[src/verilog/swire_rx_defines.svh]
// Offsets, reset values and timing counts of the pulse-count rail programmer
`ifndef SWIRE_RX_DEFINES_SVH
`define SWIRE_RX_DEFINES_SVH

// Clock period of ref_clk_i (10 MHz)
`define SW_CLK_PERIOD_NS   100
// Least low time of a falling edge before it counts as a pulse
`define SW_FILT_LOW_NS     500
`define SW_FILT_LOW_CYC    ((`SW_FILT_LOW_NS + `SW_CLK_PERIOD_NS - 1) / `SW_CLK_PERIOD_NS)
// Idle gap that ends a frame (high) or switches the rail off (low)
`define SW_STOP_GAP_NS     50000
`define SW_STOP_GAP_CYC    ((`SW_STOP_GAP_NS + `SW_CLK_PERIOD_NS - 1) / `SW_CLK_PERIOD_NS)
// Level codes: count 1 is -5.4 V, each step +100 mV, count 6 is the default
`define SW_CODE_MIN        5'h01
`define SW_CODE_MAX        5'h1f
`define SW_CODE_DEFAULT    5'h06
`define SW_LEVEL_BASE_MV   (-5400)
`define SW_LEVEL_STEP_MV   100
// Level of the default code 6 (-4900 mV), used as the reset value
`define SW_LEVEL_RESET_MV  16'shecdc

`endif

[src/verilog/swire_rx_pkg.sv]
// Types of the pulse-count rail programmer
package swire_rx_pkg;

  // Regulation mode of the negative rail
  typedef enum logic [1:0] {
    RAIL_OFF     = 2'b00,
    RAIL_DEFAULT = 2'b01,
    RAIL_PROG    = 2'b10
  } rail_mode_t;

  // Line receiver state
  typedef enum logic [0:0] {
    LINK_HIGH = 1'b0,
    LINK_LOW  = 1'b1
  } link_state_t;

  // Rail setting handed to the converter
  typedef struct packed {
    rail_mode_t         mode;
    logic [4:0]         code;
    logic signed [15:0] level_mv;
  } rail_status_t;

endpackage : swire_rx_pkg

[src/verilog/pulse_count_negative_rail_programmer.sv]
// Pulse-count receiver that sets the negative rail level
// Operation
// - Frames are pulse trains, bounded by start and stop, decoded in real time.
// - No clock line; each pulse is recognised from its own timing.
// - Count n in 1..31 selects -5.4 V plus (n-1) times 100 mV.
// - Enable pin high forces the default level, count 6, -4.9 V.
// - Enable low, line high follows count; both low for the stop gap switches the rail off.
// - Falling edges pass a low-pass filter before they count as pulses.
`include "swire_rx_defines.svh"

module pulse_count_negative_rail_programmer #(
  parameter int unsigned FILT_CYC = `SW_FILT_LOW_CYC,
  parameter int unsigned STOP_CYC = `SW_STOP_GAP_CYC
) (
  // Clock, reset and enable
  input  wire logic               ref_clk_i,
  input  wire logic               nrst_i,
  input  wire logic               clk_en_i,
  // Pins from the controller
  input  wire logic               pulse_program_line_i,
  input  wire logic               power_enable_pin_i,
  // Rail setting and count reject strobe
  output swire_rx_pkg::rail_status_t rail_status_o,
  output logic                    count_reject_o
);

  localparam int unsigned TW = $clog2(STOP_CYC + 1);

  // Millivolt level of a code; codes outside 1..31 never reach it
  function automatic logic signed [15:0] code_to_mv(input logic [4:0] code);
    code_to_mv = 16'(`SW_LEVEL_BASE_MV + (int'(code) - 1) * `SW_LEVEL_STEP_MV);
  endfunction : code_to_mv

  logic                      line_meta_reg;
  logic                      line_sync_reg;
  logic                      en_meta_reg;
  logic                      en_sync_reg;
  swire_rx_pkg::link_state_t link_state_reg;
  logic [TW-1:0]             timer_reg;
  logic [5:0]                pulse_cnt_reg;
  logic                      long_low_reg;
  logic [4:0]                prog_code_reg;
  logic                      frame_end;
  logic                      frame_ok;
  swire_rx_pkg::rail_status_t status_next;

  // Pins are asynchronous to ref_clk_i, so two flops before any use
  always_ff @(posedge ref_clk_i or negedge nrst_i) begin
    if (!nrst_i) begin
      line_meta_reg <= 1'b1;
      line_sync_reg <= 1'b1;
      en_meta_reg   <= 1'b0;
      en_sync_reg   <= 1'b0;
    end else if (clk_en_i) begin
      line_meta_reg <= pulse_program_line_i;
      line_sync_reg <= line_meta_reg;
      en_meta_reg   <= power_enable_pin_i;
      en_sync_reg   <= en_meta_reg;
    end
  end

  // Frame ends when the line has idled high for the stop gap with pulses seen
  assign frame_end = (link_state_reg == swire_rx_pkg::LINK_HIGH) && line_sync_reg &&
                     (timer_reg == TW'(STOP_CYC - 1)) && (pulse_cnt_reg != 6'h00);
  assign frame_ok  = (pulse_cnt_reg >= 6'(`SW_CODE_MIN)) &&
                     (pulse_cnt_reg <= 6'(`SW_CODE_MAX));

  // Line receiver: level timer restarts on every accepted level change
  always_ff @(posedge ref_clk_i or negedge nrst_i) begin
    if (!nrst_i) begin
      link_state_reg <= swire_rx_pkg::LINK_HIGH;
      timer_reg      <= '0;
    end else if (clk_en_i) begin
      case (link_state_reg)
        swire_rx_pkg::LINK_HIGH: begin
          if (!line_sync_reg) begin
            link_state_reg <= swire_rx_pkg::LINK_LOW;
            timer_reg      <= '0;
          end else if (timer_reg != TW'(STOP_CYC - 1)) begin
            timer_reg <= timer_reg + 1'b1;
          end
        end
        swire_rx_pkg::LINK_LOW: begin
          if (line_sync_reg) begin
            link_state_reg <= swire_rx_pkg::LINK_HIGH;
            timer_reg      <= '0;
          end else if (timer_reg != TW'(STOP_CYC - 1)) begin
            timer_reg <= timer_reg + 1'b1;
          end
        end
        default: begin
          link_state_reg <= swire_rx_pkg::LINK_HIGH;
          timer_reg      <= '0;
        end
      endcase
    end
  end

  // Pulse counter: a low counts only once it outlives the filter time,
  // so spikes shorter than that leave the count untouched
  always_ff @(posedge ref_clk_i or negedge nrst_i) begin
    if (!nrst_i) begin
      pulse_cnt_reg <= 6'h00;
    end else if (clk_en_i) begin
      if (frame_end) begin
        pulse_cnt_reg <= 6'h00;
      end else if (link_state_reg == swire_rx_pkg::LINK_LOW && !line_sync_reg) begin
        if (timer_reg == TW'(FILT_CYC - 1) && pulse_cnt_reg != 6'h3f) begin
          pulse_cnt_reg <= pulse_cnt_reg + 6'h01;
        end else if (timer_reg == TW'(STOP_CYC - 1)) begin
          pulse_cnt_reg <= 6'h00; // Held low: abandon the frame
        end
      end
    end
  end

  // Long low marks the rail-off request; any high clears it
  always_ff @(posedge ref_clk_i or negedge nrst_i) begin
    if (!nrst_i) begin
      long_low_reg <= 1'b0;
    end else if (clk_en_i) begin
      if (line_sync_reg) begin
        long_low_reg <= 1'b0;
      end else if (link_state_reg == swire_rx_pkg::LINK_LOW &&
                   timer_reg == TW'(STOP_CYC - 1)) begin
        long_low_reg <= 1'b1;
      end
    end
  end

  // Programmed code: latched at frame end, back to default once switched off
  always_ff @(posedge ref_clk_i or negedge nrst_i) begin
    if (!nrst_i) begin
      prog_code_reg  <= `SW_CODE_DEFAULT;
      count_reject_o <= 1'b0;
    end else if (clk_en_i) begin
      count_reject_o <= frame_end && !frame_ok;
      if (frame_end && frame_ok) begin
        prog_code_reg <= pulse_cnt_reg[4:0];
      end else if (!en_sync_reg && long_low_reg) begin
        prog_code_reg <= `SW_CODE_DEFAULT;
      end
    end
  end

  // Mode decision; a short low inside a frame keeps the previous setting
  always_comb begin
    status_next = rail_status_o;
    if (en_sync_reg) begin
      status_next.mode = swire_rx_pkg::RAIL_DEFAULT;
      status_next.code = `SW_CODE_DEFAULT;
    end else if (line_sync_reg) begin
      status_next.mode = swire_rx_pkg::RAIL_PROG;
      status_next.code = prog_code_reg;
    end else if (long_low_reg) begin
      status_next.mode = swire_rx_pkg::RAIL_OFF;
      status_next.code = `SW_CODE_DEFAULT;
    end
    status_next.level_mv = code_to_mv(status_next.code);
  end

  // Registered rail setting
  always_ff @(posedge ref_clk_i or negedge nrst_i) begin
    if (!nrst_i) begin
      rail_status_o <= '{mode: swire_rx_pkg::RAIL_OFF, code: `SW_CODE_DEFAULT,
                         level_mv: `SW_LEVEL_RESET_MV};
    end else if (clk_en_i) begin
      rail_status_o <= status_next;
    end
  end

  AST_DEFAULT_WHEN_EN: assert property (@(posedge ref_clk_i) disable iff (!nrst_i)
    clk_en_i && en_sync_reg |=> rail_status_o.mode == swire_rx_pkg::RAIL_DEFAULT &&
      rail_status_o.code == 5'h06 && rail_status_o.level_mv == -16'sd4900)
    else $error("default level not applied while enable high");

  AST_PROG_FOLLOWS: assert property (@(posedge ref_clk_i) disable iff (!nrst_i)
    clk_en_i && !en_sync_reg && line_sync_reg |=>
      rail_status_o.mode == swire_rx_pkg::RAIL_PROG &&
      rail_status_o.code == $past(prog_code_reg))
    else $error("rail does not follow programmed count");

  AST_OFF_CAUSE: assert property (@(posedge ref_clk_i) disable iff (!nrst_i)
    $rose(rail_status_o.mode == swire_rx_pkg::RAIL_OFF) |->
      !$past(en_sync_reg) && !$past(line_sync_reg) && $past(long_low_reg))
    else $error("rail switched off without both pins low");

  AST_LEVEL_MAP: assert property (@(posedge ref_clk_i) disable iff (!nrst_i)
    rail_status_o.mode != swire_rx_pkg::RAIL_OFF |->
      rail_status_o.level_mv == -16'sd5400 + 16'(rail_status_o.code - 5'h01) * 16'sd100)
    else $error("level does not match code");

  AST_CODE_RANGE: assert property (@(posedge ref_clk_i) disable iff (!nrst_i)
    prog_code_reg >= 5'h01)
    else $error("programmed code out of range");

  AST_GLITCH_IGNORED: assert property (@(posedge ref_clk_i) disable iff (!nrst_i)
    clk_en_i && link_state_reg == swire_rx_pkg::LINK_LOW && line_sync_reg &&
      timer_reg < TW'(FILT_CYC - 1) ##1 clk_en_i && line_sync_reg [*3] |->
      pulse_cnt_reg == $past(pulse_cnt_reg, 3))
    else $error("short low was counted as a pulse");

  // A count step must follow several synced low cycles; a broken filter
  // would step on the first low sample
  AST_COUNT_NEEDS_LOW: assert property (@(posedge ref_clk_i) disable iff (!nrst_i)
    pulse_cnt_reg != $past(pulse_cnt_reg) && pulse_cnt_reg != 6'h00 |->
      !$past(line_sync_reg, 1) && !$past(line_sync_reg, 2) && !$past(line_sync_reg, 3))
    else $error("pulse counted without a filtered low");

  AST_LATCH_COUNT: assert property (@(posedge ref_clk_i) disable iff (!nrst_i)
    clk_en_i && frame_end && frame_ok |=>
      prog_code_reg == $past(pulse_cnt_reg[4:0]) && pulse_cnt_reg == 6'h00)
    else $error("valid count not latched at frame end");

  AST_REJECT_COUNT: assert property (@(posedge ref_clk_i) disable iff (!nrst_i)
    clk_en_i && frame_end && !frame_ok |=> count_reject_o && $stable(prog_code_reg))
    else $error("count above 31 changed the level");

endmodule : pulse_count_negative_rail_programmer

[config.mk]
export PLATFORM = sky130hd
export DESIGN_NAME = pulse_count_negative_rail_programmer
export DESIGN_NICKNAME = d
export VERILOG_FILES = /design/src/verilog/swire_rx_pkg.sv /design/src/verilog/pulse_count_negative_rail_programmer.sv
export VERILOG_INCLUDE_DIRS = /design/src /design/src/verilog
export SDC_FILE = /design/constraint.sdc
export NUM_CORES = 1
export LEC_CHECK = 0
export BUFFER_PORTS_ARGS = -buffer_cell sky130_fd_sc_hd__buf_2
export CAP_MARGIN = 10
export CORE_UTILIZATION = 56
export CTS_CLUSTER_DIAMETER = 40
export DETAILED_ROUTE_END_ITERATION = 8
export GPL_TIMING_DRIVEN = 0
export PLACE_DENSITY = 0.76
export SYNTH_ARGS = -nofsm -noshare
export SYNTH_HDL_FRONTEND = slang
export SYNTH_SLANG_ARGS = --single-unit
[constraint.sdc]
create_clock -name ref_clk_i -period 7.8 [get_ports ref_clk_i]
set_clock_uncertainty 0.05 [all_clocks]
set_input_delay 0.39 -clock ref_clk_i [delete_from_list [all_inputs] [get_ports ref_clk_i]]
set_output_delay 0.39 -clock ref_clk_i [all_outputs]
set_load 0.02 [all_outputs]
=== Word-level counts from Yosys, hierarchy flattened ===
Index checks and enable logic that the tools add are counted.

* Add/sub/neg operators: 4
* Multipliers: 1
* Magnitude comparators: 2
* Equal/unequal tests: 4
* Multiplexer cells: 16
* Bitwise gates (word level): 1
* Reductions and logical operators: 23

{| class="wikitable"
|+ Operators by type and width
! operator !! count
|-
| 2-to-1 mux 9 bit || 3
|-
| 2-to-1 mux 6 bit || 4
|-
| 2-to-1 mux 7 bit || 3
|-
| one-hot mux 9 bit (2 select lines) || 1
|-
| adder 14 x 14 -> 15 bit, first input constant || 1
|-
| multiplier 6 x 6 -> 12 bit, second input constant || 1
|-
| logical AND 1 bit || 10
|-
| 2-to-1 mux 5 bit || 2
|-
| adder 9 x 1 -> 9 bit, second input constant || 1
|-
| == test 9 x 3 -> 1 bit, second input constant || 1
|-
| == test 9 bit, second input constant || 1
|-
| != test 9 bit, second input constant || 1
|-
| adder 6 x 1 -> 6 bit, second input constant || 1
|-
| greater-or-equal comparator 6 x 1 -> 1 bit, second input constant || 1
|-
| <= comparator 6 x 5 -> 1 bit, second input constant || 1
|-
| != test 6 bit, second input constant || 1
|-
| AND reduction 2 bit || 3
|-
| nonzero test 2 bit || 3
|-
| nonzero test 3 bit || 2
|-
| nonzero test 6 bit || 1
|-
| subtractor 5 x 1 -> 6 bit, second input constant || 1
|-
| zero test 1 bit || 3
|-
| 2-to-1 mux 1 bit || 3
|-
| AND reduction 3 bit || 1
|-
| NOT 1 bit || 1
|}

* Bits in registers: 50
* Output and inout bits: 24

=== Depth between registers and ports, before layout ===
Gate-level depths: netlist (run 1).

* Depth after elaboration: 7
* Mapped depth: 19
* Mapped depth without buffers: 18

=== Worst setup path before layout (run 1) ===
Ideal clock, no wire load.

* Path kind: register -> register
* Start: reg line_sync_reg
* End: reg rail_status_o[13] (netlist name)
* Library setup time: 0.077 ns
* Arrival time: 4.830 ns
* Path slack: 2.843 ns
* Cell stages (with the launch flop): 20
* Buffers on the path: 2
* Period minus slack after synthesis: 4.957 ns
* Path through: dfstp_2 > buf_4 > clkbuf_1 > a32o_1 > inv_1 > ha_1 > a211oi_1 > nor2_1 > ha_1 > fa_1 > ha_1 > ha_1 > inv_1 > fa_1 > xnor2_1 > o21bai_1 > nor3b_1 > a21oi_1 > a211o_1 > a31oi_1

* Cells in the longest elaborated chain, start to end: 5

{| class="wikitable"
|+ Ends and longest elaborated chain
! what !! line !! source
|-
| start, declared || pulse_count_negative_rail_programmer.sv:35 || <nowiki>logic line_sync_reg;</nowiki>
|-
| start signal, assigned || pulse_count_negative_rail_programmer.sv:56 || <nowiki>line_sync_reg <= line_meta_reg;</nowiki>
|-
| 2-to-1 mux 7 bit || pulse_count_negative_rail_programmer.sv:152 || <nowiki>end else if (line_sync_reg) begin</nowiki>
|-
| 2-to-1 mux 7 bit || pulse_count_negative_rail_programmer.sv:149 || <nowiki>if (en_sync_reg) begin</nowiki>
|-
| subtractor 5 x 1 -> 6 bit || pulse_count_negative_rail_programmer.sv:31 || <nowiki>code_to_mv = 16'(`SW_LEVEL_BASE_MV + (int'(code) - 1) * `SW_LEVEL_STEP_MV);</nowiki>
|-
| multiplier 6 x 6 -> 12 bit (no line) || n/a ||
|-
| adder 14 x 14 -> 15 bit (no line) || n/a ||
|-
| end signal, assigned || pulse_count_negative_rail_programmer.sv:165 || <nowiki>rail_status_o <= '{mode: swire_rx_pkg::RAIL_OFF, code: `SW_CODE_DEFAULT,</nowiki>
|-
| end signal, assigned || pulse_count_negative_rail_programmer.sv:168 || <nowiki>rail_status_o <= status_next;</nowiki>
|-
| end, declared || pulse_count_negative_rail_programmer.sv:23 || <nowiki>output swire_rx_pkg::rail_status_t rail_status_o,</nowiki>
|}

No other way between the ends.
A chain may end at the register's enable or synchronous reset.

=== Final worst setup path (run 1) ===
Ends and elaborated chain as after synthesis.

==> key figures, run 1 <==
Cells and area
  • Synth-to-Final Area Change: 10.14%
  • Max FFs per register: 20
  • Post-Route Utilization: 65.29%
  • Final Instance Area: 0.003398 sq mm
  • Share of cells above drive strength 1: 20.56%
  • Diode count: 0
  • Most common cell after layout, fill and taps aside: dfrtp_1
  • Post-route insts no fill: 425
  • Nets: 387
  • Most frequent cells in the layout: dfrtp_1, buf_2, inv_1, nor2_1, ha_1
  • Register area: 0.001195 sq mm
  • Fill count: 440
  • Multi-input gate area: 0.001715 sq mm

Logic synthesis
  • Synthesized area: 0.003085 sq mm
  • Seq cells post-synth: 47
  • Prevailing post-synth register cell: dfrtp_1
  • Synth Area per Inst: 9.612 sq um
  • Yosys top cell by area: dfrtp_1
  • Synth area leaders: dfrtp_1, dfstp_2, ha_1
  • Synth top area share: 25.95%
  • Warnings from Yosys: 0
  • Ys async rst share: 100.0%
  • Netlist cell types: 57
  • Sequential area share after synthesis: 38.73%
  • Post-synth EDFFs: 0
  • Cells after synthesis: 321

Power
  • Clk pwr share: 30.7%
  • Max rail drop VDD: 117.0 uV
  • NetSw: 0.1546 mW
  • Static Leak: 1.470 nW
  • Tot Pwr: 0.5176 mW
  • Combinational fraction of design power: 15.9%
  • Int Pwr: 0.3630 mW
  • Sw frac: 29.87%
  • Power density over the cells: 152.3 mW/mm^2
  • Reg power frac: 53.4%

Timing
  • Unrepaired setup endpoints after global routing: no
  • Tmin final: 5709 ps
  • Fin crit share: 73.19%
  • TNS Setup: 0 ps
  • Fin. max-slew vios: 0
  • Slew headroom: 30.72%
  • Measured slew at the worst slew-check pin: 1039 ps
  • Fin. Hold Viols: 0
  • Final setup fails: 0
  • Fmax: 175.2 MHz
  • Hold_ws: 212.6 ps
  • Min setup slack post-route: 2091 ps

Die
  • Die Area: 0.005810 sq mm
  • I/O pin cnt: 29
  • Core box area: 0.005205 sq mm
  • Die W: 76.23 um
  • Starting Density: 59.28%
  • Die Ht: 76.23 um
  • Core Rows: 26

Clocking
  • TritonCTS clock tree: built
  • Worst-Skew Late Latency: 300 ps
  • Hold Buf Count CTS: 0
  • CTS sink cnt: 47
  • Clock root cell: clkbuf_8
  • Max Root-Sink Buffers: 2
  • Total CTS buffers: 5
  • H-tree depth: 2
  • Setup Buffers After CTS: 0
  • CTS resizes: 0
  • Worst-path clk slew: 100 ps

Detailed routing
  • TritonRoute pass-1 iters: 4
  • Drt total wl: 6202 um
  • DR WL/cell: 14.59 um
  • Via count: 2378
  • DRT antenna net count: 0
  • DRT iter0 DRCs: 64
  • DRC viols: 0
  • Vias per std cell: 5.595

GRT
  • First-pass GRT wire length: 10730 um
  • Initial antenna violation count: 0
  • Number of global-route vias before repair: 2365
  • Total Routing Usage GR: 22.89%
  • Maximum number of pins on one net before global-route repair: 48
  • Overflow after GRT: 0

Setup path
  • Crit path cell chain: buf_4, clkbuf_1, a32o_1, inv_1, ha_1, a211oi_1, nor2_1, ha_1, fa_1, ha_1, ha_1, inv_1, fa_1, xnor2_1, o21bai_1, nor3b_1, a21oi_1, a211o_1, a31oi_1
  • Buf/Inv on CP: 4
  • Worst r2r path cells: 19
  • Critical path launch point type: flop
  • CP arrival: 5900 ps
  • Worst setup EP type: flop
  • Crit-path max FO: 10
  • Critical setup path kind: reg2reg
  • Critical Path Slowest Stage Cell: dfstp_2
  • Critical path's top delay family: adder cells
  • Required @ worst endpoint: 7990 ps
  • Crit. path cell count: 19
  • Crit path top cell by count: ha_1
  • Largest stage delay, worst path: 520 ps

Placed design
  • Final HPWL DP: 4608 um
  • RePlAce Congestion: 0.8463
  • Port buffer count: 25
  • Placed Cells: 417
  • Dpl ws: 2177 ps
  • Dpl cell area: 0.003302 sq mm

Outcome
  • Status: finished clean

Flow run
  • Max-cap viol count: 0

Min path
  • HP Class: in2async
## routing by layer
metal  share of wire [%]  global-route usage (%)
met5                   0                       0
met1                  45                   27.79
met3                 2.0                   3.114
met2                  51                   41.80
met4                 1.6                   7.115
## cells in the mapped netlist, types with 4 or more instances
master      n
ha_1       24
o21ai_0    21
buf_4       4
o31ai_1     4
xor2_1      7
o2bb2ai_1   4
clkbuf_1    7
xnor2_1    14
mux2_2      8
fa_1        4
nor3_1      7
dfrtp_1    32
a211oi_1    4
dfstp_2    15
nand4_1     4
inv_1      26
a21oi_1    16
a31oi_1     7
nand2_1    20
nor2_1     25
nand3_1    11
## kinds of logic after synthesis
group / Yosys count / share of synthesized area [%]
multiplexers: 9 / 3.244
flip-flops: 47 / 38.73
other: 1 / 0.1215
XOR/XNOR: 21 / 5.961
AND/OR/NAND/NOR: 100 / 17.32
buffers and inverters: 41 / 5.799
AO/OA/AOI/OAI: 74 / 16.50
adder cells (fa/ha/maj): 28 / 12.33
## power by group through the flow
stage | registers (mW) | logic, mW | clock network (mW)
final | 0.276 | 0.0825 | 0.159
after floorplan | 0.281 | 0.0547 | 0
after detailed placement | 0.281 | 0.0832 | 0
after global routing | 0.279 | 0.0946 | 0.172
after global placement | 0.280 | 0.0808 | 0
after CTS | 0.276 | 0.0835 | 0.164
## worst register-to-register path, stage by stage (launching register included)
cell	delay, ps
dfstp_2	520
buf_4	150
clkbuf_1	400
a32o_1	380
inv_1	120
ha_1	270
a211oi_1	400
nor2_1	160
ha_1	350
fa_1	490
ha_1	300
ha_1	200
inv_1	70
fa_1	410
xnor2_1	280
o21bai_1	180
nor3b_1	370
a21oi_1	110
a211o_1	290
a31oi_1	170
## final cells by class
type                            instances  area share, %
Multi-Input combinational cell        234          50.48
Tap cell                               70          2.577
Sequential cell                        47          35.16
Buffer                                 15          2.393
Inverter                               26          2.872
Timing Repair Buffer                   25          3.682
Clock inverter                          2         0.4050
Clock buffer                            6          2.430
## path summary, 6_finish.rpt
check,startpoint,end,slack (ps)
worst max register to register,line_sync_reg$_DFFE_PN1P_,rail_status_o[13]$_DFFE_PN1P_,2090
min in group ref_clk_i,power_enable_pin_i,en_meta_reg$_DFFE_PN0P_,270
max in group asynchronous,nrst_i,prog_code_reg[4]$_DFFE_PN0P_,6850
worst min-delay path,nrst_i,rail_status_o[12]$_DFFE_PN0P_,210
worst max-delay path,line_sync_reg$_DFFE_PN1P_,rail_status_o[13]$_DFFE_PN1P_,2090
worst min register to register,prog_code_reg[2]$_DFFE_PN1P_,prog_code_reg[2]$_DFFE_PN1P_,430
No activity file was read; power rests on OpenSTA's default activity.
==> run 2: changes to the inputs <==
--- a/config.mk
+++ b/config.mk
@@ -8,11 +8,11 @@
 export LEC_CHECK = 0
 export BUFFER_PORTS_ARGS = -buffer_cell sky130_fd_sc_hd__buf_2
 export CAP_MARGIN = 10
-export CORE_UTILIZATION = 56
+export CORE_UTILIZATION = 54
 export CTS_CLUSTER_DIAMETER = 40
 export DETAILED_ROUTE_END_ITERATION = 8
 export GPL_TIMING_DRIVEN = 0
-export PLACE_DENSITY = 0.76
+export PLACE_DENSITY = 0.77
 export SYNTH_ARGS = -nofsm -noshare
 export SYNTH_HDL_FRONTEND = slang
 export SYNTH_SLANG_ARGS = --single-unit
==> constraint.sdc (replaced) <==
create_clock -name ref_clk_i -period 5.25 [get_ports ref_clk_i]
set_clock_uncertainty 0.05 [all_clocks]
set_input_delay 0.2625 -clock ref_clk_i [delete_from_list [all_inputs] [get_ports ref_clk_i]]
set_output_delay 0.2625 -clock ref_clk_i [all_outputs]
set_load 0.02 [all_outputs]
==> run 2 against run 1 <==
  * Non-clock buffer count unchanged
  * Highest routed layer unchanged
  * Register-to-register slack worse by 1900 ps
  * Via count rose by 0.93%
  * Final area grew 1.4%
  * First-iteration DRC count is 86% higher
  * Sequential share of layout area shrank 0.49 points
  * Flip-flop and latch count unchanged
  * Global-route usage shrank 0.51 points
==> key figures, run 2 (synthesis gave the netlist of run 1 again) <==
Clocking
  • H-tree depth: 2
  • Worst-Skew Late Latency: 310 ps
  • Total CTS buffers: 5
  • Setup Buffers After CTS: 0
  • Worst-path clk slew: 90 ps
  • Clock root cell: clkbuf_8
  • CTS sink cnt: 47
  • Max Root-Sink Buffers: 2
  • TritonCTS clock tree: built
  • Hold Buf Count CTS: 0

Die
  • I/O pin cnt: 29
  • Starting Density: 56.03%
  • Die W: 77.59 um
  • Die Ht: 77.59 um
  • Die Area: 0.006020 sq mm
  • Core Rows: 27
  • Core box area: 0.005507 sq mm

Timing
  • Fin. max-slew vios: 0
  • Final setup fails: 0
  • Fin. Hold Viols: 0
  • Measured slew at the worst slew-check pin: 1044 ps
  • TNS Setup: 0 ps
  • Slew headroom: 30.43%
  • Fin crit share: 95.64%
  • Tmin final: 5021 ps
  • Unrepaired setup endpoints after global routing: no
  • Hold_ws: 88.78 ps
  • Fmax: 199.2 MHz

Detailed routing
  • Vias per std cell: 5.621
  • DRC viols: 0
  • Drt total wl: 6405 um
  • DR WL/cell: 15.00 um
  • DRT antenna net count: 0
  • TritonRoute pass-1 iters: 4
  • Via count: 2400
  • DRT iter0 DRCs: 119

Cells and area
  • Synth-to-Final Area Change: 11.68%
  • Post-Route Utilization: 62.58%
  • Diode count: 0
  • Most frequent cells in the layout: dfrtp_1, buf_2, inv_1, nor2_1, ha_1
  • Most common cell after layout, fill and taps aside: dfrtp_1
  • Nets: 387
  • Share of cells above drive strength 1: 22.54%
  • Max FFs per register: 20

GRT
  • Layer with the highest usage: met2
  • First-pass GRT wire length: 10590 um
  • Overflow after GRT: 0
  • Met3 usage: 4.000%
  • Maximum number of pins on one net before global-route repair: 48
  • GR Util met2: 37.17%
  • Number of global-route vias before repair: 2244
  • Total Routing Usage GR: 22.38%
  • Met1 Use GR: 30.14%
  • Initial antenna violation count: 0

Power
  • Int Pwr: 0.5398 mW
  • Combinational fraction of design power: 16.0%
  • Tot Pwr: 0.7801 mW
  • Power density over the cells: 226.4 mW/mm^2
  • Max rail drop VDD: 143.6 uV
  • Clk pwr share: 31.1%
  • Reg power frac: 52.9%
  • Sw frac: 30.80%
  • NetSw: 0.2403 mW
  • Static Leak: 1.486 nW

Flow run
  • Max-cap viol count: 0

Placed design
  • RePlAce Congestion: 0.8193
  • Final HPWL DP: 4575 um
  • Port buffer count: 25

Setup path
  • Critical path launch point type: flop
  • CP arrival: 5210 ps
  • Worst setup EP type: flop
  • RR Endpoint: rail_status_o[13]$_DFFE_PN1P_
  • Critical setup path kind: reg2reg
  • Required @ worst endpoint: 5440 ps
  • R2r setup slk: 230 ps
  • Crit-path max FO: 10
  • Worst r2r src: line_sync_reg$_DFFE_PN1P_
  • Worst r2r path cells: 19

Outcome
  • Status: finished clean

Min path
  • HP Class: in2async
## run 2: cell types whose count changed in the layout (fill, tap and decap cells not counted), sizes merged
cell	change
inv	-1
clkinvlp	+1
## run 2: stage by stage
step | cells | area, sq um | setup slack, ps
floorplan | 322 | 3089 | 292.9
global placement | 419 | 3304 | -274.3
detailed placement | 419 | 3304 | -286.4
CTS | 427 | 3415 | 106.5
global route | 427 | 3446 | 0.2145
finish | 427 | 3446 | 228.8
## run 2: per-layer routing
layer / routed length, um / share of wire, %
met5: 0 / 0
met3: 209 / 3.3
met2: 3067 / 48
met1: 3063 / 48
met4: 64 / 1.0
## run 2: worst max path at each step
stage,start,to,slack (ps),depth (start not counted)
2_1_floorplan,line_sync_reg$_DFFE_PN1P_,rail_status_o[13]$_DFFE_PN1P_,290,19
3_3_place_gp,line_sync_reg$_DFFE_PN1P_,rail_status_o[13]$_DFFE_PN1P_,-270,19
3_5_place_dp,line_sync_reg$_DFFE_PN1P_,rail_status_o[13]$_DFFE_PN1P_,-290,19
4_1_cts,line_sync_reg$_DFFE_PN1P_,rail_status_o[13]$_DFFE_PN1P_,110,19
5_1_grt,line_sync_reg$_DFFE_PN1P_,rail_status_o[13]$_DFFE_PN1P_,0.2,19
6_report,line_sync_reg$_DFFE_PN1P_,rail_status_o[13]$_DFFE_PN1P_,230,19
## run 2: layout make-up
cell class | instances | area, sq um
Buffer | 15 | 85.08
Clock buffer | 6 | 82.58
Clock inverter | 2 | 16.27
Fill cell | 448 | 2061
Inverter | 26 | 97.59
Multi-Input combinational cell | 234 | 1754
Sequential cell | 47 | 1195
Tap cell | 72 | 90.09
Timing Repair Buffer | 25 | 125.1
## run 2: power by group through the flow
stage               Clock (mW)  Combinational (mW)  Sequential (mW)
detailed placement           0               0.122            0.418
CTS                      0.247               0.124            0.412
finish                   0.242               0.125            0.413
global route             0.263               0.139            0.416
floorplan                    0              0.0813            0.417
global placement             0               0.117            0.417
## run 2: timing repair
item,in CTS,in global routing
resized for setup,3,8
hold endpoints to repair,0,0
pin swaps,0,2
endpoints found under the setup margin,4,3
## run 2: worst max-delay path, stage by stage, from the launching register on
cell and delay [ps]:
dfstp_2 520, buf_4 150, clkbuf_4 210, a32o_2 230
inv_1 100, ha_2 240, a211oi_4 280, nor2_1 120
ha_1 340, fa_1 490, ha_1 290, ha_1 190
inv_1 70, fa_1 430, xnor2_2 250, o21bai_1 170
nor3b_4 250, a21oi_1 90, a211o_1 300, a31oi_1 170
==> run 3: changes to the inputs <==
--- a/config.mk
+++ b/config.mk
@@ -8,11 +8,11 @@
 export LEC_CHECK = 0
 export BUFFER_PORTS_ARGS = -buffer_cell sky130_fd_sc_hd__buf_2
 export CAP_MARGIN = 10
-export CORE_UTILIZATION = 54
+export CORE_UTILIZATION = 50
 export CTS_CLUSTER_DIAMETER = 40
 export DETAILED_ROUTE_END_ITERATION = 8
 export GPL_TIMING_DRIVEN = 0
-export PLACE_DENSITY = 0.77
+export PLACE_DENSITY = 0.72
 export SYNTH_ARGS = -nofsm -noshare
 export SYNTH_HDL_FRONTEND = slang
 export SYNTH_SLANG_ARGS = --single-unit
==> run 3 against run 2 <==
  * Clock-buffer cell count up 1
  * Sequential share of layout area shrank 0.063 points
  * Critical path type unchanged
  * Highest routed layer unchanged
  * Setup slack better by 12 ps
  * Non-clock buffer count unchanged
  * Fmax grew 0.23%
  * Via count about the same
  * Total power about the same
  * Die area increased by 7.8%
  * Critical endpoint is now rail_status_o[12]$_DFFE_PN0P_
  * Largest cell class unchanged
  * Cell count up 0.70%
  * Hold slack gained 15 ps
==> key figures, run 3 (synthesis gave the netlist of run 1 again) <==
Detailed routing
  • DRC viols: 0
  • TritonRoute pass-1 iters: 4
  • DR WL/cell: 14.97 um
  • Vias per std cell: 5.579
  • DRT antenna net count: 0
  • Via count: 2399
  • DRT iter0 DRCs: 86
  • Drt total wl: 6439 um

Setup path
  • Critical path launch point type: flop
  • Crit path top cell by count: ha_1
  • Crit path cell chain: buf_6, or3_2, a21oi_2, ha_2, nand2_1, xnor2_1, ha_1, fa_1, ha_1, ha_1, o21ai_0, nor2_1, or4b_1, and4_1, o31ai_2
  • Critical setup path kind: reg2reg
  • Critical path's top delay family: adder cells
  • Buf/Inv on CP: 1
  • CP arrival: 5170 ps
  • Largest stage delay, worst path: 540 ps
  • Critical Path Slowest Stage Cell: or4b_1
  • Crit-path max FO: 9
  • Required @ worst endpoint: 5410 ps
  • Worst setup EP type: flop

Die
  • Core Rows: 28
  • Die W: 80.56 um
  • I/O pin cnt: 29
  • Die Ht: 80.56 um
  • Starting Density: 52.11%
  • Die Area: 0.006489 sq mm
  • Core box area: 0.005921 sq mm

Timing
  • Fin crit share: 95.42%
  • Fin. max-slew vios: 0
  • Fin. Hold Viols: 0
  • Min setup slack post-route: 240.4 ps
  • Measured slew at the worst slew-check pin: 1055 ps
  • Final setup fails: 0
  • Unrepaired setup endpoints after global routing: no
  • TNS Setup: 0 ps
  • Fmax: 199.6 MHz
  • Slew headroom: 29.67%
  • Tmin final: 5010 ps

Flow run
  • Max-cap viol count: 0

GRT
  • First-pass GRT wire length: 10770 um
  • Maximum number of pins on one net before global-route repair: 48
  • Initial antenna violation count: 0
  • Overflow after GRT: 0
  • Total Routing Usage GR: 21.49%
  • Number of global-route vias before repair: 2242

Placed design
  • RePlAce Congestion: 0.8611
  • Dpl ws: -453.7 ps
  • Port buffer count: 25
  • Final HPWL DP: 4694 um

Min path
  • HP Class: in2async

Outcome
  • Status: finished clean

Clocking
  • TritonCTS clock tree: built
  • Setup Buffers After CTS: 0
  • Total CTS buffers: 5
  • H-tree depth: 2
  • Clock root cell: clkbuf_8
  • CTS sink cnt: 47
  • Worst-path clk slew: 90 ps
  • Worst-Skew Late Latency: 300 ps
  • Hold Buf Count CTS: 0
  • Max Root-Sink Buffers: 2

Cells and area
  • Nets: 387
  • Diode count: 0
  • Most common cell after layout, fill and taps aside: dfrtp_1
  • Max FFs per register: 20
  • Fill count: 520
  • Synth-to-Final Area Change: 11.88%
  • Most frequent cells in the layout: dfrtp_1, buf_2, inv_1, nor2_1, ha_1
  • Register area: 0.001195 sq mm
  • Multi-input gate area: 0.001754 sq mm
  • Share of cells above drive strength 1: 22.54%

Power
  • Static Leak: 1.490 nW
  • Max rail drop VDD: 118.0 uV
  • Power density over the cells: 225.9 mW/mm^2
==> run 3: cell types whose count changed in the layout (fill, tap and decap cells not counted) <==
cell | before | now
buf_2 | 27 | 28
clkbuf_4 | 1 | 0
clkbuf_8 | 6 | 7
clkinv_4 | 1 | 0
==> run 3: metal layers <==
layer  part of all wire [%]  track usage (%)  up-vias
met4                    1.8            6.071        0
li1                       -                -     1193
met1                     45            26.96     1143
met3                    3.4            3.750       13
met2                     50            37.54       50
met5                      0                0        -
==> run 3: path summary, 6_finish.rpt <==
check / slack (ps) / cells past startpoint / start / end
max reg2reg: 240 / 15 / long_low_reg$_DFFE_PN0P_ / rail_status_o[12]$_DFFE_PN0P_
min: 100 / 1 / nrst_i / rail_status_o[12]$_DFFE_PN0P_
max: 240 / 15 / long_low_reg$_DFFE_PN0P_ / rail_status_o[12]$_DFFE_PN0P_
max in group asynchronous: 4410 / 1 / nrst_i / rail_status_o[19]$_DFFE_PN0P_
min reg2reg: 440 / 2 / prog_code_reg[1]$_DFFE_PN1P_ / prog_code_reg[1]$_DFFE_PN1P_
min in group ref_clk_i: 140 / 2 / pulse_program_line_i / line_meta_reg$_DFFE_PN1P_
==> run 3: final cells by class <==
class,instances,share of cell area [%]
clock inverter,1,0.2175
clock buffer,7,2.791
inverter,26,2.827
timing repair buffer,25,3.625
buffer,15,2.392
tap,75,2.718
multi-input combinational,234,50.82
sequential,47,34.61
==> run 3: timing repair <==
item | CTS | global route
gates resized for setup | 3 | 7
endpoints found under the hold margin | 0 | 0
setup endpoints to repair | 4 | 4
pin swaps | 0 | 0
==> run 3: power by group <==
| part | switching, mW | internal [mW] | total, mW |
|---|---|---|---|
| Clock | 0.123 | 0.120 | 0.243 |
| Combinational | 0.0788 | 0.0454 | 0.124 |
| Sequential | 0.0259 | 0.386 | 0.412 |
==> run 3: through the flow <==
step                      cells  total power, mW  instance area (sq um)  util [%]  hold WS (ps)
after CTS                   430           0.7874                   3423     57.82         132.7
after detailed placement    422           0.5409                   3308     55.87         423.8
after global placement      422           0.5355                   3308     55.87         419.3
after global routing        430           0.8225                   3452     58.31         131.5
after floorplan             322           0.4987                   3089         -        -83.09
final                       430           0.7797                   3452     58.31         103.3
